## src/core/ubmu_pkg.sv

```systemverilog
// Package for the user break match unit: register map, field layout,
// bus cycle codes and the packed carriers for the two watched buses.
// Assumes a single 25 MHz clock and a plain strobe register port.
`default_nettype none

package ubmu_pkg;

   // ------------------------------------------------------------
   // Register offsets (word index on the register port)
   // ------------------------------------------------------------
   localparam logic [4:0] A_BRK_ADDR = 5'h00;
   localparam logic [4:0] A_ADDR_MSK = 5'h01;
   localparam logic [4:0] A_BRK_DATA = 5'h02;
   localparam logic [4:0] A_DATA_MSK = 5'h03;
   localparam logic [4:0] A_CYC_COND = 5'h04;
   localparam logic [4:0] B_BRK_ADDR = 5'h08;
   localparam logic [4:0] B_ADDR_MSK = 5'h09;
   localparam logic [4:0] B_BRK_DATA = 5'h0A;
   localparam logic [4:0] B_DATA_MSK = 5'h0B;
   localparam logic [4:0] B_CYC_COND = 5'h0C;
   localparam logic [4:0] BRK_CTRL = 5'h10;
   localparam logic [4:0] IRQ_MASK = 5'h11;

   // ------------------------------------------------------------
   // Field positions
   // ------------------------------------------------------------
   // Cycle condition: [1:0] bus sel, [3:2] fetch/data, [5:4] rd/wr,
   // [8:6] system bus master select
   localparam int CC_BUS_LSB = 0;
   localparam int CC_FD_LSB = 2;
   localparam int CC_RW_LSB = 4;
   localparam int CC_MS_LSB = 6;
   localparam int CC_WIDTH = 9;
   // Break control: [0] A local and [2] A system both set by any channel A hit, [1] B local and [3] B system by any B hit
   localparam int BC_A_LOC = 0;
   localparam int BC_B_LOC = 1;
   localparam int BC_A_SYS = 2;
   localparam int BC_B_SYS = 3;
   localparam int BC_WIDTH = 4;

   localparam logic [31:0] RST_WORD = 32'h0000_0000;
   localparam logic [CC_WIDTH-1:0] RST_CC = 9'h000;
   localparam logic [BC_WIDTH-1:0] RST_BC = 4'h0;

   // Two-bit group codes: bit0 selects first choice, bit1 second
   localparam logic [1:0] GRP_OFF = 2'h0;
   localparam int GRP_FIRST = 0; // local bus / fetch / read
   localparam int GRP_SECOND = 1; // system bus / data / write

   // System bus master ids (one-hot positions in master select)
   localparam logic [1:0] MST_CPU = 2'h0;
   localparam logic [1:0] MST_XFER = 2'h1;
   localparam logic [1:0] MST_OTHER = 2'h2;

   // ------------------------------------------------------------
   // Carriers
   // ------------------------------------------------------------
   typedef struct packed {
      logic valid;
      logic [31:0] addr;
      logic [31:0] data;
      logic write;
      logic fetch;
   } ubmu_lbus_s;

   typedef struct packed {
      logic valid;
      logic [31:0] addr;
      logic [31:0] data;
      logic write;
      logic [1:0] master;
      logic fetch_fill; // caused by a CPU local-bus instruction fetch
   } ubmu_sbus_s;

   typedef struct packed {
      logic [31:0] addr;
      logic [31:0] addr_msk;
      logic [31:0] data;
      logic [31:0] data_msk;
      logic [CC_WIDTH-1:0] cond;
   } ubmu_chan_s;

endpackage

`default_nettype wire

```

## src/core/ubmu_top.sv

```systemverilog
// User break match unit: two channels watching the local bus and the
// system bus, with sticky match flags and one break request.
// Assumes bus cycles are presented as one-cycle valid beats that are
// synchronous to clock_i; registers sit behind a plain strobe port.
`default_nettype none

module ubmu_top (
   input wire logic clock_i,
   input wire logic rst_n_i,
   input wire logic [4:0] reg_addr_i,
   input wire logic [31:0] reg_wdata_i,
   input wire logic reg_wr_i,
   input wire logic reg_rd_i,
   output logic [31:0] reg_rdata_o,
   input wire ubmu_pkg::ubmu_lbus_s lbus_i,
   input wire ubmu_pkg::ubmu_sbus_s sbus_i,
   output logic break_req_o,
   output logic irq_o
);

   // ------------------------------------------------------------
   // Register state
   // ------------------------------------------------------------
   ubmu_pkg::ubmu_chan_s chan [2];
   ubmu_pkg::ubmu_chan_s next_chan [2];
   logic [ubmu_pkg::BC_WIDTH-1:0] flags;
   logic [ubmu_pkg::BC_WIDTH-1:0] next_flags;
   logic [ubmu_pkg::BC_WIDTH-1:0] mask;
   logic [ubmu_pkg::BC_WIDTH-1:0] next_mask;
   logic [31:0] next_rdata;
   logic break_req;
   logic next_break_req;
   logic [1:0] hit_loc;
   logic [1:0] hit_sys;

   // ------------------------------------------------------------
   // Per-channel comparators
   // ------------------------------------------------------------
   genvar g;
   generate
      for (g = 0; g < 2; g++) begin : g_chan
         logic [1:0] bus_sel;
         logic [1:0] fd_sel;
         logic [1:0] rw_sel;
         logic [2:0] mst_sel;
         logic armed;
         logic l_addr_ok;
         logic l_data_ok;
         logic s_addr_ok;
         logic s_data_ok;
         logic s_fetch;
         logic l_cyc_ok;
         logic s_cyc_ok;

         assign bus_sel = chan[g].cond[ubmu_pkg::CC_BUS_LSB +: 2];
         assign fd_sel = chan[g].cond[ubmu_pkg::CC_FD_LSB +: 2];
         assign rw_sel = chan[g].cond[ubmu_pkg::CC_RW_LSB +: 2];
         assign mst_sel = chan[g].cond[ubmu_pkg::CC_MS_LSB +: 3];

         assign armed = (bus_sel != ubmu_pkg::GRP_OFF)
            && (fd_sel != ubmu_pkg::GRP_OFF)
            && (rw_sel != ubmu_pkg::GRP_OFF);

         assign l_addr_ok =
            ((lbus_i.addr ^ chan[g].addr) & ~chan[g].addr_msk) == 32'h0;
         assign s_addr_ok =
            ((sbus_i.addr ^ chan[g].addr) & ~chan[g].addr_msk) == 32'h0;
         assign l_data_ok =
            ((lbus_i.data ^ chan[g].data) & ~chan[g].data_msk) == 32'h0;
         assign s_data_ok =
            ((sbus_i.data ^ chan[g].data) & ~chan[g].data_msk) == 32'h0;

         assign s_fetch = sbus_i.fetch_fill
            && (sbus_i.master != ubmu_pkg::MST_XFER);

         assign l_cyc_ok = bus_sel[ubmu_pkg::GRP_FIRST]
            && fd_sel[lbus_i.fetch ? ubmu_pkg::GRP_FIRST
                                   : ubmu_pkg::GRP_SECOND]
            && rw_sel[lbus_i.write ? ubmu_pkg::GRP_SECOND
                                   : ubmu_pkg::GRP_FIRST];
         // selected masters only
         // Master id 3 names no master, so it is never selected
         assign s_cyc_ok = bus_sel[ubmu_pkg::GRP_SECOND]
            && (sbus_i.master <= ubmu_pkg::MST_OTHER)
            && mst_sel[sbus_i.master]
            && fd_sel[s_fetch ? ubmu_pkg::GRP_FIRST
                              : ubmu_pkg::GRP_SECOND]
            && rw_sel[sbus_i.write ? ubmu_pkg::GRP_SECOND
                                   : ubmu_pkg::GRP_FIRST];

         assign hit_loc[g] = armed && lbus_i.valid && l_cyc_ok
            && l_addr_ok && l_data_ok;
         assign hit_sys[g] = armed && sbus_i.valid && s_cyc_ok
            && s_addr_ok && s_data_ok;
      end
   endgenerate

   // ------------------------------------------------------------
   // Register writes, flags and break request
   // ------------------------------------------------------------
   // Flag set wins over a clearing write in the same cycle, so a
   // match arriving during software clear is never lost.
   always_comb begin
      next_chan = chan;
      next_mask = mask;
      next_flags = flags;
      if (reg_wr_i) begin
         case (reg_addr_i)
            ubmu_pkg::A_BRK_ADDR: next_chan[0].addr = reg_wdata_i;
            ubmu_pkg::A_ADDR_MSK: next_chan[0].addr_msk = reg_wdata_i;
            ubmu_pkg::A_BRK_DATA: next_chan[0].data = reg_wdata_i;
            ubmu_pkg::A_DATA_MSK: next_chan[0].data_msk = reg_wdata_i;
            ubmu_pkg::A_CYC_COND: begin
               next_chan[0].cond = reg_wdata_i[ubmu_pkg::CC_WIDTH-1:0];
            end
            ubmu_pkg::B_BRK_ADDR: next_chan[1].addr = reg_wdata_i;
            ubmu_pkg::B_ADDR_MSK: next_chan[1].addr_msk = reg_wdata_i;
            ubmu_pkg::B_BRK_DATA: next_chan[1].data = reg_wdata_i;
            ubmu_pkg::B_DATA_MSK: next_chan[1].data_msk = reg_wdata_i;
            ubmu_pkg::B_CYC_COND: begin
               next_chan[1].cond = reg_wdata_i[ubmu_pkg::CC_WIDTH-1:0];
            end
            ubmu_pkg::BRK_CTRL: begin
               next_flags = flags & reg_wdata_i[ubmu_pkg::BC_WIDTH-1:0];
            end
            ubmu_pkg::IRQ_MASK: begin
               next_mask = reg_wdata_i[ubmu_pkg::BC_WIDTH-1:0];
            end
            default: ;
         endcase
      end
      if (hit_loc[0] || hit_sys[0]) begin
         next_flags[ubmu_pkg::BC_A_LOC] = 1'b1;
         next_flags[ubmu_pkg::BC_A_SYS] = 1'b1;
      end
      if (hit_loc[1] || hit_sys[1]) begin
         next_flags[ubmu_pkg::BC_B_LOC] = 1'b1;
         next_flags[ubmu_pkg::BC_B_SYS] = 1'b1;
      end
      // break lands near, not on, the cycle
      next_break_req = (|hit_loc) || (|hit_sys);
   end

   // ------------------------------------------------------------
   // Read mux
   // ------------------------------------------------------------
   always_comb begin
      next_rdata = 32'h0000_0000;
      if (reg_rd_i) begin
         case (reg_addr_i)
            ubmu_pkg::A_BRK_ADDR: next_rdata = chan[0].addr;
            ubmu_pkg::A_ADDR_MSK: next_rdata = chan[0].addr_msk;
            ubmu_pkg::A_BRK_DATA: next_rdata = chan[0].data;
            ubmu_pkg::A_DATA_MSK: next_rdata = chan[0].data_msk;
            ubmu_pkg::A_CYC_COND: next_rdata = {23'h0, chan[0].cond};
            ubmu_pkg::B_BRK_ADDR: next_rdata = chan[1].addr;
            ubmu_pkg::B_ADDR_MSK: next_rdata = chan[1].addr_msk;
            ubmu_pkg::B_BRK_DATA: next_rdata = chan[1].data;
            ubmu_pkg::B_DATA_MSK: next_rdata = chan[1].data_msk;
            ubmu_pkg::B_CYC_COND: next_rdata = {23'h0, chan[1].cond};
            ubmu_pkg::BRK_CTRL: next_rdata = {28'h0, flags};
            ubmu_pkg::IRQ_MASK: next_rdata = {28'h0, mask};
            default: next_rdata = 32'h0000_0000;
         endcase
      end
   end

   // ------------------------------------------------------------
   // State registers
   // ------------------------------------------------------------
   // Channels reset with zero cycle condition, hence disarmed until
   // software writes the condition register last.
   always_ff @(posedge clock_i) begin
      if (!rst_n_i) begin
         for (int i = 0; i < 2; i++) begin
            chan[i].addr <= ubmu_pkg::RST_WORD;
            chan[i].addr_msk <= ubmu_pkg::RST_WORD;
            chan[i].data <= ubmu_pkg::RST_WORD;
            chan[i].data_msk <= ubmu_pkg::RST_WORD;
            chan[i].cond <= ubmu_pkg::RST_CC;
         end
         flags <= ubmu_pkg::RST_BC;
         mask <= ubmu_pkg::RST_BC;
         reg_rdata_o <= ubmu_pkg::RST_WORD;
         break_req <= 1'b0;
      end else begin
         chan <= next_chan;
         flags <= next_flags;
         mask <= next_mask;
         reg_rdata_o <= next_rdata;
         break_req <= next_break_req;
      end
   end

   assign break_req_o = break_req;
   // Level interrupt while any unmasked flag stands
   assign irq_o = |(flags & mask);

endmodule

`default_nettype wire

```

## config.mk

```make
export PLATFORM = sky130hd
export DESIGN_NAME = ubmu_top
export DESIGN_NICKNAME = d
export VERILOG_FILES = /design/src/core/ubmu_pkg.sv /design/src/core/ubmu_top.sv
export SDC_FILE = /design/constraint.sdc
export NUM_CORES = 1
export LEC_CHECK = 0
export BUFFER_PORTS_ARGS = -buffer_cell sky130_fd_sc_hd__clkbuf_2
export CAP_MARGIN = 25
export CORE_UTILIZATION = 46
export DETAILED_ROUTE_END_ITERATION = 8
export PLACE_DENSITY = 0.66
export REMOVE_ABC_BUFFERS = 1
export SETUP_SLACK_MARGIN = 0.5
export SLEW_MARGIN = 20
export SYNTH_ARGS = -nofsm -noshare
export SYNTH_HDL_FRONTEND = slang
export SYNTH_SLANG_ARGS = --single-unit
```

## constraint.sdc

```tcl
create_clock -name clock_i -period 2 [get_ports clock_i]
set_input_delay 0.3 -clock clock_i [delete_from_list [all_inputs] [get_ports clock_i]]
set_output_delay 0.3 -clock clock_i [all_outputs]
set_load 0.02 [all_outputs]
```

==> impl_metrics.toml <==
[critical_path]
crit_type = "reg2reg"
end_kind = "flop"
startpoint = "chan[136]"
rrSetupSlack_ns = -0.01
crit_end = "break_req_o"
r2r-end = "break_req_o"
startpoint_type = "flop"
critPathRequiredTime_ns = 2.46
rr_worst_depth = 7
crit_fanout = 3
worstPathArrival_ns = 2.47
timing.rr.start = "chan[136]"

[timing]
setup_tns_ns = -0.0306
period_minus_slack_ns = 2.01
fmax_ghz = 0.496
hold_ws_ns = 0.0918
relSlewSlack_pct = 57.2
timing.final.ws_setup_ns = -0.0144
setup_viol = 3
rsz0062_at_grt = "yes"
clock_skew_ns = 0.0114
min_period_over_period_pct = 101
slew_violations = 0
hold_viol_final = 0
worst_pin_slew_ns = 0.641

[die]
floorplan.die.width_um = 188
chipHeight_um = 188
core_area_sq_um = 33900
floorplan.die_area_sq_um = 35500
row_count = 67
start_util_pct = 47.2
io_pins = 211

[synthesis]
yosys-top-cells-count = "nand2_1 (559), dfxtp_1 (315), a21oi_1 (280)"
synth-edff-count = 0
yosys-top-cells-area = "dfxtp_1 (39%), xnor2_1 (14%), nand2_1 (13%)"
yosysTopAreaCellShare_pct = 39.4
syn_inst = 2023
synthesis.area_sq_um = 16000
ys_ff_latch = 315
ys_types = 51
synth-async-reset-ratio_pct = 0
synth_largest_area_cell = "dfxtp_1"
synth_ff_type = "dfxtp_1"
ys_warn_count = 0
synth_most_common_cell = "nand2_1"
seq_area_frac_synth_pct = 39.4
syn_avg_cell_area_sq_um = 7.90

[cells_and_area]
nNetsFinal = 2645
syn2layout_area_growth_pct = 39.9
drive_gt1_share_pct = 32.2
final_util_pct = 66.1
num_antenna_cells = 0

[grt]
grt_usage_pct = 46.5
grt_max_degree = 64
antenna_found_initial = 2
grt_pass1_wl_um = 120000
first_global_vias = 17725
grt-ovfl-total = 0

[pwr]
total_power_mw = 16.0
power_density_nw_per_um2 = 714
peakVddDrop_mv = 0.666
p_leak_nw = 8.05

[drt]
post-route-drc-count = 0
viasPerCell = 6.38
wl_per_cell_um = 28.9
routed_wl_um = 85000
detail-route-antenna-nets = 0
first_pass_iters = 6
vias = 18797
dr.first_iter.drc_count = 3170

[cts]
clkSlewWorstSetupHoldPaths_ns = 0.06
clkLatencyLatePin_ns = 0.54
cts_hold_buf = 0
cts_buffers = 38
root_buffer = "clkbuf_16"
clock-sinks = 315
clock_path_buffers = 3
htree_levels = 2
cts_tree = "built"

[run]
maxCapViolCount = 0

[placed_design]
gp_congestion = 1.05
port_buffers = 210
dp_hpwl_um = 61200

[outcome]
violations = "setup timing"
outcome = "finished with violations"

[worst_hold_path]
hold_class = "in2reg"
-- area by class of cell --
cell class	count	area [sq um]
inverter	3	18.8
clock buffer	48	1070
multi-input combinational	1547	9780
timing repair buffer	563	4230
clock inverter	21	327
fill	2907	11500
sequential	315	6380
tap	448	561
-- per-stage QoR --
step,cells,setup slack [ns],instance area [sq um]
global placement,2871,-0.415,20000
CTS,2941,0.0163,21800
finish,2945,-0.0144,22400
detailed placement,2871,-0.416,20000
global route,2945,-0.0873,22400
floorplan,1865,-2.56,15200
-- power breakdown --
group	switching [mW]	total, mW	internal [mW]
sequential	0.0527	6.36	6.30
combinational	1.08	1.81	0.730
clock	2.97	7.82	4.84
-- layout by cell type (no fill, tap or decap), types with 22 or more instances in the layout --
master and n:
clkbuf_16 41, dfxtp_2 34, nand3_1 29, a41oi_1 23, buf_12 38, xnor2_1 200, a22oi_1 103, clkbuf_2 208
a21oi_1 279, o22ai_1 97, nor2_1 22, buf_4 310, dfxtp_1 272, nand2_1 558, xnor2_2 50
-- timing repair --
item,CTS,global route
endpoints found under the setup margin,6,99
gates resized for setup,92,95
buffers inserted,1,2
cloned,0,2
pin swaps,41,50
-- how the worst min path moves through the flow --
stage                         start  cells past startpoint   endpoint  slack [ns]
finish              reg_wdata_i[13]                      3   chan[54]        0.09
global route        reg_wdata_i[17]                      3   chan[26]        0.11
CTS                 reg_wdata_i[13]                      3  chan[255]        0.09
detailed placement          chan[7]                      2    chan[7]        0.47
global placement            chan[8]                      2    chan[8]        0.46
floorplan           reg_wdata_i[27]                      2  chan[100]        0.44
-- logic make-up after synthesis --
family,after synthesis,share of synthesized area (%)
buffers and inverters,161,4.81
XOR/XNOR,256,14.0
multiplexers,13,0.830
flip-flops,315,39.4
AND/OR/NAND/NOR,687,18.2
AO/OA/AOI/OAI,591,22.7
-- state kept, by name, summed over array words and instances (netlist names) --
register,cells
flags,4
reg_rdata_o,32
break_req_o,1
chan,274
mask,4
-- worst max-delay path: stages, from the launching register on --
cell,delay [ns]
dfxtp_1,0.33
xnor2_1,0.20
buf_4,0.17
o22ai_1,0.07
or4_1,0.54
nor4_2,0.22
nand4_2,0.19
a41oi_2,0.23
-- per-layer routing --
metal | GRT usage [%] | vias up | share of wire, %
met3 | 11.9 | 360 | 14
met2 | 68.7 | 1654 | 41
met4 | 26.8 | 4 | 7.5
met1 | 61.5 | 8793 | 37
li1 | - | 7986 | -
met5 | 0 | - | 0.022
No activity file was read; power rests on OpenSTA's default activity.
